$ cat config.mk
export PLATFORM = sky130hd
export DESIGN_NAME = rdpm_decoder
export DESIGN_NICKNAME = d
export VERILOG_FILES = /design/src/rdpm_pkg.sv /design/src/rdpm_decoder.sv
export SDC_FILE = /design/constraint.sdc
export NUM_CORES = 1
export LEC_CHECK = 0
export BUFFER_PORTS_ARGS = -buffer_cell sky130_fd_sc_hd__buf_2
export CORE_ASPECT_RATIO = 1.75
export CORE_UTILIZATION = 48
export DETAILED_ROUTE_END_ITERATION = 8
export PLACE_DENSITY = 0.66
export SETUP_SLACK_MARGIN = 0.3
export SYNTH_ARGS = -nofsm -noshare
export SYNTH_HDL_FRONTEND = slang
export SYNTH_SLANG_ARGS = --single-unit
$ cat constraint.sdc
create_clock -name sys_clk -period 4.6 [get_ports sys_clk]
set_input_delay 0.23 -clock sys_clk [delete_from_list [all_inputs] [get_ports sys_clk]]
set_output_delay 0.23 -clock sys_clk [all_outputs]
set_load 0.02 [all_outputs]
$ cat src/rdpm_pkg.sv
// Purpose: Shared constants and types for the ROM decode and page mapper.
// Assumes: 24-bit system memory addresses, 16-bit I/O addresses.
// Notes: Config registers sit behind an index/data port pair.
package rdpm_pkg;
    // Index/data port pair
    localparam logic [15:0] IO_INDEX_PORT = 16'h0022;
    localparam logic [15:0] IO_DATA_PORT = 16'h0023;
    // Config register indexes
    localparam logic [7:0] IDX_ROM_CFG2 = 8'h51;
    localparam logic [7:0] IDX_ROM_CFG1 = 8'h65;
    localparam logic [7:0] IDX_WIN_A_EXT = 8'h67;
    localparam logic [7:0] IDX_SHADOW_EN = 8'h69;
    localparam logic [7:0] IDX_PAGE_EXT1 = 8'h6c;
    localparam logic [7:0] IDX_WIN_BASE = 8'h6d;
    localparam logic [7:0] IDX_PAGE_EXT2 = 8'h6e;
    localparam logic [7:0] IDX_MISC_DRAM = 8'h6f;
    localparam logic [7:0] IDX_WIN_A_TGT1 = 8'h71;
    localparam logic [7:0] IDX_WIN_A_TGT2 = 8'h72;
    localparam logic [7:0] IDX_WIN_B_TGT = 8'h73;
    localparam logic [7:0] IDX_WIN_B_CTL = 8'h74;
    localparam logic [7:0] IDX_ROM_CFG3 = 8'hb8;
    // Reset values
    localparam logic [7:0] RST_ROM_CFG1 = 8'h02;
    localparam logic [7:0] RST_ROM_CFG2 = 8'h01;
    localparam logic [7:0] RST_ZERO = 8'h00;
    // Field positions
    localparam int B_CFG2_BOOT_A = 0;
    localparam int B_CFG2_DISK16 = 1;
    localparam int B_CFG1_TOP_OFF = 0;
    localparam int B_CFG1_TOP_ON = 1;
    localparam int B_CFG1_C_ON = 2;
    localparam int B_CFG1_D_ON = 3;
    localparam int B_CFG1_SHADOW = 4;
    localparam int B_CFG1_WIN_A_EN = 5;
    localparam int B_CFG1_SHADOW_WR = 7;
    localparam int B_WIN_B_EN = 0;
    localparam int B_WIN_B_STEER_A = 1;
    localparam int B_PAGE_EN = 7;
    // Page register I/O placement
    localparam logic [12:0] PAGE_IO_BASE = 13'h0208;
    // Memory map
    localparam logic [7:0] SEG_BOOT_VECTOR = 8'hff;
    localparam logic [7:0] SEG_WIN_B = 8'h0a;
    localparam logic [7:0] SEG_C = 8'h0c;
    localparam logic [7:0] SEG_D = 8'h0d;
    localparam logic [6:0] SEG_TOP_PAIR = 7'h07;
    localparam logic [23:0] WIN_A_FIRST = 24'h0c0000;
    localparam logic [23:0] WIN_A_STEP = 24'h004000;
    localparam logic [2:0] WIN_A_POSITIONS = 3'd6;
    localparam logic [3:0] LOW_MEG_TOP = 4'h0;
    localparam logic [19:0] CONV_RAM_END = 20'ha0000;
    localparam logic [4:0] MEG_COUNT = 5'h10;

    typedef enum logic [1:0] {
        TGT_DRAM,
        TGT_BOOT,
        TGT_DISK,
        TGT_NONE
    } rdpm_target_t;

    typedef struct packed {
        logic [23:0] addr;
        logic rd;
        logic wr;
    } rdpm_mem_req_t;

    typedef struct packed {
        logic boot_rom_select;
        logic disk_image_rom_select;
        logic dram_select;
        logic [23:0] xlat_addr;
        logic wide16;
        logic write_protect_hit;
        logic memr_strobe;
        logic memw_strobe;
    } rdpm_mem_resp_t;

    typedef struct packed {
        logic hit;
        rdpm_target_t target;
        logic [23:0] addr;
    } rdpm_hit_t;
endpackage : rdpm_pkg

$ cat src/rdpm_decoder.sv
// Purpose: Memory cycle decoder and page mapper for boot ROM, disk ROM, DRAM.
// Assumes: Requests arrive on sys_clk; mem16_pin is an asynchronous pin.
// Notes: Answer for a memory request is registered, one cycle later.
//
// How it works
// - Index 51h bit 0 clear removes boot ROM select at 0A0000h-0AFFFFh.
// - Index 65h nibble 0010 selects boot ROM high 128K, not C/D.
// - Index 65h bit 0 set drops boot ROM top 128K, even with bit 1 set.
// - Index 65h bit 0 reads inverted; the others read as written.
// - Index 65h bit 4 enables shadow; bit 7 allows shadow writes.
// - Index 69h all ones shadows all of 0E0000h-0FFFFFh into DRAM.
// - Shadowing exists only at 0E0000h-0FFFFFh, top of the first megabyte.
// - Separate disk ROM select with 24 address bits, 16-Mbyte space.
// - Index 51h bit 1 picks disk ROM width; 8 bits after reset.
// - Index B8h bits 3-0 size the disk ROM linear range; 0 disables.
// - Linear disk range tops at FEFFFFh; FF0000h upward never disk.
// - Index 6Fh bits 7-4 cap direct DRAM decode below the disk range.
// - Two windows of 16K pages: eight pages and four pages.
// - Eight-page base one of six from 0C0000h; four-page at 0A0000h.
// - Enabled page maps to aligned 16K page in chosen device.
// - Index 6Dh bits 3-0 place the page registers in I/O space.
// - Index 74h bit 1 steers page I/O to eight- or four-page set.
// - Index 65h bit 5 and 74h bit 0 are the window master enables.
// - A page maps only with its own enable and its window's.
// - Disabled pages fall through to shadow or boot ROM decode; otherwise left for the bus.
// - ROM cycles use the plain memory read and write strobes.
// - Boot vector region FF0000h-FFFFFFh always selects boot ROM.
// - Boot ROM is 8 bits unless the 16-bit memory pin is asserted.
`timescale 1ns/1ps
`default_nettype none
module rdpm_decoder (
    input wire logic sys_clk,
    input wire logic rst_n,
    input wire logic ce,
    input wire logic [15:0] io_addr,
    input wire logic io_wr,
    input wire logic io_rd,
    input wire logic [7:0] io_wdata,
    output logic [7:0] io_rdata,
    input wire rdpm_pkg::rdpm_mem_req_t mem_req,
    input wire logic mem16_pin,
    output rdpm_pkg::rdpm_mem_resp_t mem_resp
);
    import rdpm_pkg::*;

    // Index and config registers
    logic [7:0] cfg_index;
    logic [7:0] rom_config_second;
    logic [7:0] rom_config_first;
    logic [7:0] window_a_addr_extension;
    logic [7:0] shadow_range_enable;
    logic [7:0] page_addr_extension_first;
    logic [7:0] window_base_and_io_loc;
    logic [7:0] page_addr_extension_second;
    logic [7:0] misc_dram_limit;
    logic [7:0] window_a_target_first;
    logic [7:0] window_a_target_second;
    logic [7:0] window_b_target;
    logic [7:0] window_b_control;
    logic [7:0] rom_config_third;

    // Page registers
    logic [7:0] eight_page_window [8];
    logic [7:0] four_page_window [4];

    // Pin synchroniser
    logic mem16_meta;
    logic mem16_sync;

    // I/O decode
    logic cfg_wr;
    logic page_io_hit;
    logic page_io_a;
    logic [2:0] page_slot;
    logic [12:0] page_io_low;
    logic [7:0] next_rdata;

    // Page lookup shared by both windows
    function automatic rdpm_hit_t page_xlat(
        input logic [7:0] page,
        input logic [2:0] upper,
        input logic [1:0] dev,
        input logic [13:0] off,
        input logic gate
    );
        rdpm_hit_t r;
        r.hit = gate & page[B_PAGE_EN];
        r.target = rdpm_target_t'(dev);
        r.addr = {upper, page[6:0], off};
        return r;
    endfunction : page_xlat

    // Two-bit field of a packed per-page byte
    function automatic logic [1:0] pair_of(
        input logic [7:0] r,
        input logic [1:0] i
    );
        return r[{i, 1'b1} -: 2];
    endfunction : pair_of

    // Pin synchroniser for the 16-bit memory select
    always_ff @(posedge sys_clk) begin
        if (!rst_n) begin
            mem16_meta <= 1'b0;
            mem16_sync <= 1'b0;
        end else if (ce) begin
            mem16_meta <= mem16_pin;
            mem16_sync <= mem16_meta;
        end
    end

    assign cfg_wr = io_wr && (io_addr == IO_DATA_PORT);
    assign page_io_low = PAGE_IO_BASE + {5'h00, window_base_and_io_loc[3:0],
        4'h0};
    assign page_slot = io_addr[15:13];
    assign page_io_hit = (io_addr[12:0] == page_io_low);
    assign page_io_a = window_b_control[B_WIN_B_STEER_A];

    // Index latch
    always_ff @(posedge sys_clk) begin
        if (!rst_n) begin
            cfg_index <= RST_ZERO;
        end else if (ce && io_wr && io_addr == IO_INDEX_PORT) begin
            cfg_index <= io_wdata;
        end
    end

    // Configuration registers
    always_ff @(posedge sys_clk) begin
        if (!rst_n) begin
            rom_config_second <= RST_ROM_CFG2;
            rom_config_first <= RST_ROM_CFG1;
            window_a_addr_extension <= RST_ZERO;
            shadow_range_enable <= RST_ZERO;
            page_addr_extension_first <= RST_ZERO;
            window_base_and_io_loc <= RST_ZERO;
            page_addr_extension_second <= RST_ZERO;
            misc_dram_limit <= RST_ZERO;
            window_a_target_first <= RST_ZERO;
            window_a_target_second <= RST_ZERO;
            window_b_target <= RST_ZERO;
            window_b_control <= RST_ZERO;
            rom_config_third <= RST_ZERO;
        end else if (ce && cfg_wr) begin
            unique case (cfg_index)
                IDX_ROM_CFG2: rom_config_second <= io_wdata;
                IDX_ROM_CFG1: rom_config_first <= io_wdata;
                IDX_WIN_A_EXT: window_a_addr_extension <= io_wdata;
                IDX_SHADOW_EN: shadow_range_enable <= io_wdata;
                IDX_PAGE_EXT1: page_addr_extension_first <= io_wdata;
                IDX_WIN_BASE: window_base_and_io_loc <= io_wdata;
                IDX_PAGE_EXT2: page_addr_extension_second <= io_wdata;
                IDX_MISC_DRAM: misc_dram_limit <= io_wdata;
                IDX_WIN_A_TGT1: window_a_target_first <= io_wdata;
                IDX_WIN_A_TGT2: window_a_target_second <= io_wdata;
                IDX_WIN_B_TGT: window_b_target <= io_wdata;
                IDX_WIN_B_CTL: window_b_control <= io_wdata;
                IDX_ROM_CFG3: rom_config_third <= io_wdata;
                // Unknown index ignored
                default: ;
            endcase
        end
    end

    // Page registers behind their own I/O addresses
    always_ff @(posedge sys_clk) begin
        if (!rst_n) begin
            for (int i = 0; i < 8; i++) begin
                eight_page_window[i] <= RST_ZERO;
            end
            for (int i = 0; i < 4; i++) begin
                four_page_window[i] <= RST_ZERO;
            end
        end else if (ce && io_wr && page_io_hit) begin
            if (page_io_a) begin
                eight_page_window[page_slot] <= io_wdata;
            end else if (!page_slot[2]) begin
                // Slots 4-7 ignored
                four_page_window[page_slot[1:0]] <= io_wdata;
            end
        end
    end

    // Read multiplexer
    always_comb begin
        next_rdata = RST_ZERO;
        if (io_addr == IO_INDEX_PORT) begin
            next_rdata = cfg_index;
        end else if (io_addr == IO_DATA_PORT) begin
            unique case (cfg_index)
                IDX_ROM_CFG2: next_rdata = rom_config_second;
                IDX_ROM_CFG1: next_rdata = rom_config_first
                    ^ (8'h01 << B_CFG1_TOP_OFF);
                IDX_WIN_A_EXT: next_rdata = window_a_addr_extension;
                IDX_SHADOW_EN: next_rdata = shadow_range_enable;
                IDX_PAGE_EXT1: next_rdata = page_addr_extension_first;
                IDX_WIN_BASE: next_rdata = window_base_and_io_loc;
                IDX_PAGE_EXT2: next_rdata = page_addr_extension_second;
                IDX_MISC_DRAM: next_rdata = misc_dram_limit;
                IDX_WIN_A_TGT1: next_rdata = window_a_target_first;
                IDX_WIN_A_TGT2: next_rdata = window_a_target_second;
                IDX_WIN_B_TGT: next_rdata = window_b_target;
                IDX_WIN_B_CTL: next_rdata = window_b_control;
                IDX_ROM_CFG3: next_rdata = rom_config_third;
                // Unknown index reads 0
                default: next_rdata = RST_ZERO;
            endcase
        end else if (page_io_hit) begin
            if (page_io_a) begin
                next_rdata = eight_page_window[page_slot];
            end else if (!page_slot[2]) begin
                next_rdata = four_page_window[page_slot[1:0]];
            end
        end
    end

    always_ff @(posedge sys_clk) begin
        if (!rst_n) begin
            io_rdata <= RST_ZERO;
        end else if (ce && io_rd) begin
            io_rdata <= next_rdata;
        end
    end

    // Memory decode
    logic [23:0] ma;
    logic [7:0] seg;

    // Eight-page window
    logic [2:0] a_sel;
    logic [23:0] a_base;
    logic [23:0] a_off;
    logic a_in;
    logic [2:0] a_idx;
    logic [1:0] b_idx;
    logic [2:0] a_upper;
    logic [1:0] a_dev;

    // Window lookups
    rdpm_hit_t a_hit;
    rdpm_hit_t b_hit;

    // Flat decode
    logic boot_range;
    logic shadow_range;
    logic disk_linear;
    logic dram_direct;
    rdpm_target_t next_target;
    logic [23:0] next_addr;
    logic next_block;

    assign ma = mem_req.addr;
    assign seg = ma[23:16];
    assign a_sel = window_base_and_io_loc[6:4];
    assign a_base = WIN_A_FIRST + WIN_A_STEP * {21'h0, a_sel};
    assign a_off = ma - a_base;
    assign a_in = (a_sel < WIN_A_POSITIONS) && (ma >= a_base)
        && (a_off[23:17] == 7'h00);
    assign a_idx = a_off[16:14];
    assign b_idx = ma[15:14];

    // Per-page A23-A21, device
    always_comb begin
        a_upper[2] = page_addr_extension_first[a_idx];
        if (!a_idx[2]) begin
            a_upper[1:0] = pair_of(page_addr_extension_second, a_idx[1:0]);
            a_dev = pair_of(window_a_target_first, a_idx[1:0]);
        end else begin
            a_upper[1:0] = pair_of(window_a_addr_extension, a_idx[1:0]);
            a_dev = pair_of(window_a_target_second, a_idx[1:0]);
        end
    end

    assign a_hit = page_xlat(eight_page_window[a_idx], a_upper, a_dev,
        ma[13:0], a_in && rom_config_first[B_CFG1_WIN_A_EN]);
    assign b_hit = page_xlat(four_page_window[b_idx], 3'(window_b_control[4:2]),
        pair_of(window_b_target, b_idx), ma[13:0],
        seg == SEG_WIN_B && window_b_control[B_WIN_B_EN]);

    // Boot ROM ranges in the first megabyte
    always_comb begin
        boot_range = 1'b0;
        if (seg == SEG_WIN_B) begin
            boot_range = rom_config_second[B_CFG2_BOOT_A];
        end else if (seg[7:1] == SEG_TOP_PAIR) begin
            boot_range = rom_config_first[B_CFG1_TOP_ON]
                && !rom_config_first[B_CFG1_TOP_OFF];
        end else if (seg == SEG_C) begin
            boot_range = rom_config_first[B_CFG1_C_ON];
        end else if (seg == SEG_D) begin
            boot_range = rom_config_first[B_CFG1_D_ON];
        end
    end

    // Top two segments only
    assign shadow_range = rom_config_first[B_CFG1_SHADOW]
        && seg[7:1] == SEG_TOP_PAIR && shadow_range_enable[ma[16:14]];

    // Grows down from FEFFFFh
    assign disk_linear = rom_config_third[3:0] != 4'h0
        && seg != SEG_BOOT_VECTOR
        && {1'b0, ma[23:20]} >= MEG_COUNT - {1'b0, rom_config_third[3:0]};

    // Limit above first Mbyte
    assign dram_direct = (ma[23:20] == LOW_MEG_TOP) ? (ma[19:0] < CONV_RAM_END)
        : (misc_dram_limit[7:4] == 4'h0 || ma[23:20] < misc_dram_limit[7:4]);

    always_comb begin
        next_target = TGT_NONE;
        next_addr = ma;
        next_block = 1'b0;
        // First match wins
        if (seg == SEG_BOOT_VECTOR) begin
            next_target = TGT_BOOT;
        end else if (b_hit.hit) begin
            next_target = b_hit.target;
            next_addr = b_hit.addr;
        end else if (a_hit.hit) begin
            next_target = a_hit.target;
            next_addr = a_hit.addr;
        end else if (shadow_range) begin
            if (mem_req.wr && !rom_config_first[B_CFG1_SHADOW_WR]) begin
                // No select, no strobe
                next_block = 1'b1;
            end else begin
                next_target = TGT_DRAM;
            end
        end else if (ma[23:20] == LOW_MEG_TOP && ma[19:0] >= CONV_RAM_END) begin
            // Never DRAM here
            if (boot_range) begin
                next_target = TGT_BOOT;
            end
        end else if (disk_linear) begin
            next_target = TGT_DISK;
        end else if (dram_direct) begin
            next_target = TGT_DRAM;
        end
    end

    // Registered answer
    always_ff @(posedge sys_clk) begin
        if (!rst_n) begin
            mem_resp <= '0;
        end else if (ce) begin
            if (mem_req.rd || mem_req.wr) begin
                mem_resp.boot_rom_select <= next_target == TGT_BOOT;
                mem_resp.disk_image_rom_select <= next_target == TGT_DISK;
                mem_resp.dram_select <= next_target == TGT_DRAM;
                mem_resp.xlat_addr <= next_addr;
                mem_resp.wide16 <= (next_target == TGT_DISK)
                    ? rom_config_second[B_CFG2_DISK16]
                    : (next_target == TGT_BOOT) ? mem16_sync : 1'b0;
                mem_resp.write_protect_hit <= next_block;
                mem_resp.memr_strobe <= mem_req.rd;
                mem_resp.memw_strobe <= mem_req.wr && !next_block;
            end else begin
                mem_resp <= '0;
            end
        end
    end
endmodule : rdpm_decoder
`default_nettype wire

==> flow_metrics.env, run 1 <==
export IMPL_total_power_mw=5.069
export IMPL_grt_antenna_before_repair=1
export IMPL_hpwlAfterDp_um=30980
export IMPL_design_die_area_mm2=0.02764
export IMPL_detail_route_first_pass_iterations=7
export IMPL_post_synth_top_count_cell="nand2_1"
export IMPL_largest_net_degree_at_the_start_of_global_routing=94
export IMPL_leakage_power_nw=5.184
export IMPL_start_util_pct=48.85
export IMPL_x_dimension_of_the_die_um=126.1
export IMPL_vdd_ir_drop_max_mv=0.3219
export IMPL_synth_ff_type="dfxtp_1"
export IMPL_number_of_different_library_cells_in_the_post_synthesis_netlist=71
export IMPL_register_bit_total_from_synthesis=249
export IMPL_fill_cells=2405
export IMPL_register_area_mm2=0.005946
export IMPL_die_height_um=219.2
export IMPL_worst_ep_arrival_time_ns=3.81
export IMPL_post_cts_resize_count=0
export IMPL_synth_top_area_share_pct=23.67
export IMPL_overflow=0
export IMPL_final_nets=1480
export IMPL_critical_path_top_cell_by_count="inv_1"
export IMPL_postRouteAntennaNets=0
export IMPL_critPathSlowestCell="mux4_2"
export IMPL_cap_violations=0
export IMPL_register_area_share_after_synthesis_pct=45.95
export IMPL_tritoncts_clock_tree="built"
export IMPL_worstMarginPinSlew_ns=1.057
export IMPL_gp_congestion=0.9876
export IMPL_netlist_instances=1358
export IMPL_timing_final_setup_violations=0
export IMPL_postLayoutCellArea_mm2=0.01462
export IMPL_yosys_warnings=0
export IMPL_io_pins=95
export IMPL_layout_core_utilization_pct=55.20
export IMPL_max_freq_mhz=297.5
export IMPL_setup_worst_path_class="reg2reg"
export IMPL_post_route_min_period_ns=3.362
export IMPL_fin_crit_sh_pct=73.08
export IMPL_total_vias_in_the_final_route=10900
export IMPL_cpPeakStageDelay_ns=0.60
export IMPL_critical_path_startpoint_type="flop"
export IMPL_number_of_remaining_drc_errors=0
export IMPL_run_status="finished, final reports clean"
export IMPL_fin_skew_ns=0.02050
export IMPL_synth_enable_flop_cells=96
export IMPL_timing_critical_path_buf_inv=2
export IMPL_min_path_type="in2reg"
export IMPL_grt_setup_unrepaired="false"
export IMPL_placementRows=79
export IMPL_asyncSetResetFlopFracSynth_pct=0
export IMPL_worstPathRequired_ns=5.05
export IMPL_mapped_nets=1426
export IMPL_drt_iter0_markers=854
export IMPL_clk_pin_slew_worst_paths_ns=0.07
export IMPL_mappedNetlistArea_mm2=0.01294
export IMPL_vias_per_cell=6.211
export IMPL_crit_path_max_fanout=13
export IMPL_clockRootBuffer="clkbuf_16"
export IMPL_timing_max_transition_violations_final=0
export IMPL_postRouteWirelength_um=43860
export IMPL_wl_per_cell_um=24.99
export IMPL_power_density_mw_per_mm2=346.7
export IMPL_cts_path_max_buffers=3
export IMPL_worstPathCellList="ha_1 > inv_1 > fa_1 > inv_1 > mux4_2 > mux2i_1 > o31ai_4 > a31oi_2 > nand2_1 > o31ai_1"
export IMPL_cpLargestDelayFamily="multiplexers"
export IMPL_post_synth_cell_area_avg_um2=9.529
export IMPL_area_of_the_multi_input_gates_mm2=0.006479
export IMPL_cts_buffers_inserted=25
export IMPL_cts_setup_buffers=0
export IMPL_grt_use_total_pct=31.81
export IMPL_grt_pass1_wl_um=64880
export IMPL_netlist_top_cells_area="dfxtp_1 24%, edfxtp_1 22%, mux4_2 9.1%"
export IMPL_fin_tns_setup_ns=0
export IMPL_layout_area_overhead_vs_synth_pct=13.00
export IMPL_cts_htree_levels=1
export IMPL_hold_viol_final=0
export IMPL_layout_drive_gt1_share_pct=16.43
export IMPL_clock_sink_count=249
export IMPL_max_slew_margin_pct=28.79
export IMPL_detailed_place_area_mm2=0.01357
export IMPL_design_core_area_mm2=0.02649
export IMPL_insertion_delay_ns=0.54
export IMPL_port_buffers=94
export IMPL_worst_setup_path_end_kind="flop"
export IMPL_synth_largest_area_cell="dfxtp_1"
export IMPL_first_global_vias=10720
export IMPL_synth_commonest_cells="273 x nand2_1, 153 x dfxtp_1, 144 x a21oi_1, 109 x and2_1, 96 x edfxtp_1"
==> flip-flops by register name, summed over array words and instances, names as in the netlist, 8 cells and up <==
name / cells
page_addr_extension_first: 8
mem_resp: 31
page_addr_extension_second: 8
window_b_control: 8
cfg_index: 8
window_a_target_first: 8
window_a_addr_extension: 8
eight_page_window: 64
rom_config_third: 8
shadow_range_enable: 8
misc_dram_limit: 8
rom_config_first: 8
window_base_and_io_loc: 8
window_a_target_second: 8
io_rdata: 8
four_page_window: 32
window_b_target: 8
rom_config_second: 8
==> what timing repair did <==
item                                    4_1_cts  5_1_grt
endpoints found under the hold margin        16        0
endpoints found under the setup margin        0        0
hold buffers                                 16        0
==> power breakdown <==
part	total [mW]	switching, mW	internal [mW]
combinational	0.416	0.261	0.155
sequential	2.38	0.0395	2.34
clock	2.27	0.889	1.38
total	5.07	1.19	3.88
==> metrics by stage <==
step	hold slack [ns]	setup WS (ns)	std cells
6_report	0.02368	1.238	1755
5_1_grt	0.05148	1.064	1754
2_1_floorplan	0.3741	0.8785	1358
4_1_cts	0.009147	1.214	1754
3_5_place_dp	0.4444	1.249	1693
3_3_place_gp	0.4396	1.289	1693
==> per-layer routing <==
metal | up-vias | GRT usage, % | routed length (µm)
met5 | - | 0 | 0
li1 | 4976 | - | -
met3 | 176 | 4.608 | 2584
met4 | 0 | 26.63 | 4114
met1 | 5288 | 32.21 | 14750
met2 | 461 | 57.46 | 22410
==> tightest hold or removal path: stages <==
cell	delay [ns]
buf_2	0.13
nand3_1	0.08
a21oi_1	0.06
==> worst paths after layout <==
check | startpoint | to | slack (ns) | cells past startpoint
hold / removal | mem_req[0] | mem_resp[0] | 0.02 | 3
setup reg to reg | window_base_and_io_loc[4] | mem_resp[28] | 1.24 | 10
hold reg to reg | io_rdata[4] | io_rdata[4] | 0.45 | 2
setup / recovery | window_base_and_io_loc[4] | mem_resp[28] | 1.24 | 10
==> layout make-up <==
cell class / instances / share of cell area, %
antenna: 1 / 0.01711
timing repair buffer: 136 / 5.648
tap: 324 / 2.773
multi-input combinational: 982 / 44.31
inverter: 18 / 0.4792
sequential: 249 / 40.66
clock inverter: 18 / 1.780
clock buffer: 27 / 4.330
==> placed cells by master, fill, tap and decap left out, types with 8 or more instances in the layout <==
cell             n
a21o_1           8
a21oi_1        144
a222oi_1         9
a22o_1           8
a22oi_1         45
and2_1         109
buf_2           94
buf_4           26
clkbuf_16       25
dfxtp_1        153
dlygate4sd3_1   16
edfxtp_1        96
ha_1            11
inv_1           16
mux2_2          10
mux2i_1         41
mux4_2          52
nand2_1        273
nand2b_1        13
nand3_1         18
nand4_1         11
nor2_1          71
nor3_1           9
nor4_1           8
o21ai_0         32
o21ai_1          8
o22ai_1          8
==> cells by family (layout without fill, tap and decap cells) <==
kind of cell | count (synthesis) | count (layout) | synth area share [%]
adder cells (fa/ha/maj) | 12 | 12 | 1.218
AO/OA/AOI/OAI | 302 | 302 | 14.55
flip-flops | 249 | 249 | 45.95
buffers and inverters | 127 | 199 | 3.984
AND/OR/NAND/NOR | 556 | 556 | 20.54
other | 0 | 1 | 0
multiplexers | 103 | 103 | 13.09
XOR/XNOR | 9 | 9 | 0.6672
(Power assumes the default switching activity.)
==> inputs of run 2 (changes only) <==
- clock period: 4.6 -> 3.5 ns (I/O delays scaled with it)
==> run 2 against run 1 <==
Clock-buffer cell count up 1. Sequential power up 32%. Clock power up 20%. Flip-flop and latch count unchanged. Non-clock buffer count up 31. Setup slack worse by 0.81 ns. Hold slack better by 0.025 ns. Power up 27%. Clock skew down 0.0055 ns. Design area up 1.7%. Critical endpoint is now mem_resp[20]. Largest cell class unchanged.
==> flow_metrics.env, run 2 (synthesis gave the netlist of run 1 again) <==
export IMPL_finalHoldWorstSlack_ns=0.04825
export IMPL_die_height_um=219.2
export IMPL_worst_setup_path_end_kind="flop"
export IMPL_register_area_mm2=0.005946
export IMPL_vdd_ir_drop_max_mv=0.3783
export IMPL_cts_buffers_inserted=25
export IMPL_grt_use_total_pct=33.11
export IMPL_max_flop_register="eight_page_window"
export IMPL_cts_path_max_buffers=3
export IMPL_holdCritStartpoint="rst_n"
export IMPL_detail_route_first_pass_iterations=5
export IMPL_layout_drive_gt1_share_pct=18.67
export IMPL_crit_path_max_fanout=5
export IMPL_grt_setup_unrepaired="false"
export IMPL_area_of_the_multi_input_gates_mm2=0.006535
export IMPL_worst_ep_arrival_time_ns=3.51
export IMPL_io_pins=95
export IMPL_wl_per_cell_um=25.49
export IMPL_first_global_vias=10990
export IMPL_total_vias_in_the_final_route=11230
export IMPL_clock_sink_count=249
export IMPL_fin_tns_setup_ns=0
export IMPL_fin_crit_sh_pct=87.75
export IMPL_overflow=0
export IMPL_insertion_delay_ns=0.54
export IMPL_p_int_mw=4.836
export IMPL_final_common_cell="nand2_1"
export IMPL_largest_net_degree_at_the_start_of_global_routing=78
export IMPL_clockRootBuffer="clkbuf_16"
export IMPL_run_status="finished, final reports clean"
export IMPL_cap_violations=0
export IMPL_design_die_area_mm2=0.02764
export IMPL_grt_antenna_before_repair=2
export IMPL_detailed_place_area_mm2=0.01379
export IMPL_timing_max_transition_violations_final=0
export IMPL_critical_path_startpoint_type="flop"
export IMPL_final_cells=1787
export IMPL_crit_reg2reg_launch="window_base_and_io_loc[4]"
export IMPL_port_buffers=94
export IMPL_postRouteWirelength_um=45550
export IMPL_hold_viol_final=0
export IMPL_netSwitchingFraction_pct=24.84
export IMPL_number_of_remaining_drc_errors=0
export IMPL_power_density_mw_per_mm2=432.8
export IMPL_fin_skew_ns=0.01500
export IMPL_power_combinational_fraction_pct=8.7
export IMPL_x_dimension_of_the_die_um=126.1
export IMPL_clock_power_share_pct=42.5
export IMPL_setup_worst_path_class="reg2reg"
export IMPL_clk_pin_slew_worst_paths_ns=0.07
export IMPL_timing_final_setup_violations=0
export IMPL_postRouteAntennaNets=0
export IMPL_worstMarginPinSlew_ns=0.9260
export IMPL_min_path_type="in2reg"
export IMPL_max_slew_margin_pct=37.62
export IMPL_crit_path_start="window_base_and_io_loc[4]"
export IMPL_dp_cells=1720
export IMPL_start_util_pct=48.85
export IMPL_post_route_min_period_ns=3.071
export IMPL_tritoncts_clock_tree="built"
export IMPL_total_power_mw=6.434
export IMPL_final_nets=1512
export IMPL_layout_area_overhead_vs_synth_pct=14.89
export IMPL_top_regs="eight_page_window: 64 flops, four_page_window: 32 flops, mem_resp: 31 flops"
export IMPL_drt_iter0_markers=957
export IMPL_vias_per_cell=6.283
export IMPL_placementRows=79
export IMPL_hpwlAfterDp_um=32070
export IMPL_design_core_area_mm2=0.02649
export IMPL_max_freq_mhz=325.6
export IMPL_fill_cells=2373
export IMPL_power_switching_mw=1.598
export IMPL_final_cell_mix="273 x nand2_1, 153 x dfxtp_1, 144 x a21oi_1, 109 x and2_1, 96 x edfxtp_1"
export IMPL_power_frac_seq_pct=48.8
export IMPL_postLayoutCellArea_mm2=0.01487
export IMPL_worstPathRequired_ns=3.93
export IMPL_gp_congestion=0.9978
export IMPL_largest_reg_flops=64
export IMPL_grt_pass1_wl_um=67020
export IMPL_leakage_power_nw=5.312
export IMPL_cts_htree_levels=1
-- run 2: cell count changes in the layout (fill, tap and decap cells not counted), sizes merged --
| cell | change |
|---|---|
| inv | +1 |
| clkbuf | +1 |
| buf | +30 |
| or4b | +1 |
| bufinv | -4 |
| dlygate4sd3 | +1 |
| clkinvlp | +2 |
-- run 2: layer usage --
metal  vias up  part of all wire, %  global-route usage [%]
met4         2                   10                   29.36
met3       230                  6.4                   5.607
met2       527                   51                   58.60
met1      5421                   33                   33.38
met5         -                0.031                       0
li1       5048                    -                       -
-- run 2: worst max-delay path: stages (launching register included) --
cell and delay [ns]:
dfxtp_1 0.36, ha_2 0.21, inv_1 0.06, fa_2 0.40, a211o_1 0.30, nor3_2 0.14, o221ai_2 0.15, or4b_4 0.59
buf_2 0.20, a221oi_1 0.30, o2bb2ai_1 0.08, and2_1 0.19
-- run 2: cell type report --
type | instances | area share, %
Clock buffer | 28 | 4.284
Timing Repair Buffer | 167 | 7.372
Sequential cell | 249 | 39.99
Clock inverter | 17 | 1.178
Inverter | 18 | 0.4713
Tap cell | 324 | 2.727
Antenna cell | 1 | 0.01683
Multi-Input combinational cell | 983 | 43.96
-- run 2: stage by stage --
step                utilization (%)  setup slack, ns
floorplan                         -           0.3078
CTS                           55.78           0.3871
detailed placement            52.07           0.3632
global placement              52.07           0.4688
global route                  56.11           0.3063
finish                        56.12           0.4289
-- run 2: path summary, 6_finish.rpt --
| kind | to | slack, ns | cells past startpoint |
|---|---|---|---|
| max | mem_resp[20] | 0.43 | 11 |
| min | rom_config_second[0] | 0.05 | 2 |
| max reg2reg | mem_resp[20] | 0.43 | 11 |
| min reg2reg | misc_dram_limit[3] | 0.45 | 2 |
-- run 2: timing repair --
action | CTS | global route
setup buffers | 0 | 3
gates resized for setup | 0 | 8
hold endpoints to repair | 17 | 0
hold buffers | 17 | 0
endpoints found under the setup margin | 0 | 7
-- run 2: power by group through the flow --
stage	clock network (mW)	logic (mW)	registers [mW]
6_report	2.73	0.562	3.14
5_1_grt	2.85	0.590	3.14
4_1_cts	2.75	0.548	3.14
3_5_place_dp	0	0.533	3.20
3_3_place_gp	0	0.525	3.20
2_1_floorplan	0	0.317	3.19
==> inputs of run 3 (changes only) <==
- CORE_MARGIN: unset -> 2
- HOLD_SLACK_MARGIN: unset -> 0.06
- clock period: 3.5 -> 2.9 ns (I/O delays scaled with it)
==> run 3 against run 2 <==
Register-to-register slack worse by 0.33 ns. Sequential power grew 21%. Clock skew fell by 0.0015 ns. Setup slack got worse by 0.33 ns. Power rose by 21%. Critical endpoint is now mem_resp[29].
==> flow_metrics.env, run 3 (synthesis gave the netlist of run 1 again) <==
export IMPL_run_status="finished, final reports clean"
export IMPL_cpLargestDelayFamily="adder cells"
export IMPL_fill_cells=2306
export IMPL_start_util_pct=48.67
export IMPL_final_common_cell="nand2_1"
export IMPL_grt_antenna_before_repair=1
export IMPL_critPathSlowestCell="or4b_4"
export IMPL_antenna_cells_inserted=0
export IMPL_netSwitchingFraction_pct=25.18
export IMPL_largest_reg_flops=64
export IMPL_tritoncts_clock_tree="built"
export IMPL_vdd_ir_drop_max_mv=0.4752
export IMPL_fin_skew_ns=0.01350
export IMPL_max_slew_margin_pct=44.62
export IMPL_critical_path_startpoint_type="flop"
export IMPL_design_core_area_mm2=0.02659
export IMPL_overflow=0
export IMPL_max_freq_mhz=356.6
export IMPL_fin_crit_sh_pct=96.69
export IMPL_gp_congestion=1.014
export IMPL_final_cell_mix="272 x nand2_1, 151 x dfxtp_1, 141 x a21oi_1, 108 x and2_1, 96 x edfxtp_1"
export IMPL_worstPathCellList="ha_4 > inv_2 > fa_2 > mux4_2 > mux2i_2 > or4b_4 > o31ai_4 > a31oi_4 > a32o_1"
export IMPL_clock_sink_count=249
export IMPL_detail_route_first_pass_iterations=7
export IMPL_insertion_delay_ns=0.55
export IMPL_io_pins=95
export IMPL_postRouteWirelength_um=45660
export IMPL_cap_violations=0
export IMPL_min_path_type="in2reg"
export IMPL_largest_net_degree_at_the_start_of_global_routing=141
export IMPL_crit_path_max_fanout=6
export IMPL_postLayoutCellArea_mm2=0.01524
export IMPL_dp_cells=1743
export IMPL_worstPathRequired_ns=3.34
export IMPL_timing_critical_path_buf_inv=1
export IMPL_cts_htree_levels=1
export IMPL_hold_viol_final=0
export IMPL_cts_path_max_buffers=3
export IMPL_final_nets=1541
export IMPL_max_flop_register="eight_page_window"
export IMPL_cpPeakStageDelay_ns=0.64
export IMPL_setup_worst_path_class="reg2reg"
export IMPL_timing_final_setup_violations=0
export IMPL_layout_drive_gt1_share_pct=22.27
export IMPL_r2r_slack_ns=0.1
export IMPL_grt_setup_unrepaired="true"
export IMPL_layout_core_utilization_pct=57.31
export IMPL_worst_ep_arrival_time_ns=3.25
export IMPL_clk_pin_slew_worst_paths_ns=0.07
export IMPL_drt_iter0_markers=1018
export IMPL_number_of_remaining_drc_errors=0
export IMPL_leakage_power_nw=5.472
export IMPL_total_power_mw=7.778
export IMPL_worstMarginPinSlew_ns=0.8307
export IMPL_clock_power_share_pct=42.2
export IMPL_post_route_min_period_ns=2.804
export IMPL_p_int_mw=5.820
export IMPL_detailed_place_area_mm2=0.01401
export IMPL_power_density_mw_per_mm2=510.5
export IMPL_final_cells=1815
export IMPL_power_switching_mw=1.958
export IMPL_first_global_vias=11310
export IMPL_design_die_area_mm2=0.02834
export IMPL_worst_setup_path_end_kind="flop"
export IMPL_power_frac_seq_pct=48.7
export IMPL_top_regs="eight_page_window: 64 flops, four_page_window: 32 flops, mem_resp: 31 flops"
export IMPL_clockRootBuffer="clkbuf_16"
export IMPL_grt_pass1_wl_um=67710
export IMPL_layout_area_overhead_vs_synth_pct=17.75
export IMPL_postRouteAntennaNets=0
export IMPL_wl_per_cell_um=25.15
export IMPL_die_height_um=221.2
export IMPL_vias_per_cell=6.165
export IMPL_cts_buffers_inserted=25
export IMPL_power_combinational_fraction_pct=9.1
export IMPL_grt_use_total_pct=32.12
export IMPL_port_buffers=94
export IMPL_total_vias_in_the_final_route=11190
export IMPL_x_dimension_of_the_die_um=128.1
export IMPL_placementRows=79
export IMPL_hpwlAfterDp_um=32560
export IMPL_timing_max_transition_violations_final=0
## run 3: tightest hold or removal path, cell delays in order
cell and delay [ns]:
buf_2 0.17, a21oi_1 0.08, o21ai_2 0.06, a22oi_1 0.06
nor2_1 0.07
## run 3: stage by stage
step           setup TNS (ns)  hold slack [ns]  worst slack (ns)
6_report                    0          0.07319           0.09610
3_5_place_dp          -0.2788           0.3866          -0.06959
2_1_floorplan               0           0.2891           0.03275
5_1_grt              -0.01026          0.09462         -0.006526
3_3_place_gp                0           0.3753           0.03054
4_1_cts                     0          0.07768            0.1149
## run 3: what timing repair did
action,4_1_cts,5_1_grt
hold endpoints to repair,19,0
pin swaps,14,8
cloned,2,0
setup buffers,6,1
gates resized for setup,22,15
hold buffers,18,0
setup endpoints to repair,19,22
## run 3: layout make-up
| type | instances | area [µm²] | share of cell area, % |
|---|---|---|---|
| Clock inverter | 16 | 157.7 | 1.035 |
| Inverter | 18 | 77.57 | 0.5091 |
| Sequential cell | 249 | 5948 | 39.04 |
| Tap cell | 324 | 405.4 | 2.661 |
| Clock buffer | 29 | 658.1 | 4.319 |
| Multi-Input combinational cell | 983 | 6668 | 43.76 |
| Timing Repair Buffer | 196 | 1323 | 8.680 |
## run 3: power by group through the flow
stage | combinational (mW) | clock [mW] | sequential (mW)
2_1_floorplan | 0.394 | 0 | 3.85
3_3_place_gp | 0.648 | 0 | 3.86
3_5_place_dp | 0.659 | 0 | 3.86
4_1_cts | 0.695 | 3.31 | 3.78
5_1_grt | 0.745 | 3.44 | 3.79
6_report | 0.710 | 3.28 | 3.79
## run 3: layer usage
| metal | up-vias | share of wire (%) | GRT usage (%) | wire, µm |
|---|---|---|---|---|
| li1 | 5100 | - | - | - |
| met5 | - | 0 | 0 | 0 |
| met4 | 0 | 12 | 30.63 | 5427 |
| met1 | 5321 | 32 | 31.79 | 14680 |
| met2 | 543 | 49 | 55.05 | 22580 |
| met3 | 225 | 6.5 | 5.875 | 2965 |
## run 3: path summary, 6_finish.rpt
kind,startpoint,end,depth (start not counted)
worst max-delay path,window_base_and_io_loc[4],mem_resp[29],9
worst min-delay path,mem_req[24],mem_resp[26],5
worst max register to register,window_base_and_io_loc[4],mem_resp[29],9
worst min register to register,misc_dram_limit[2],misc_dram_limit[2],2
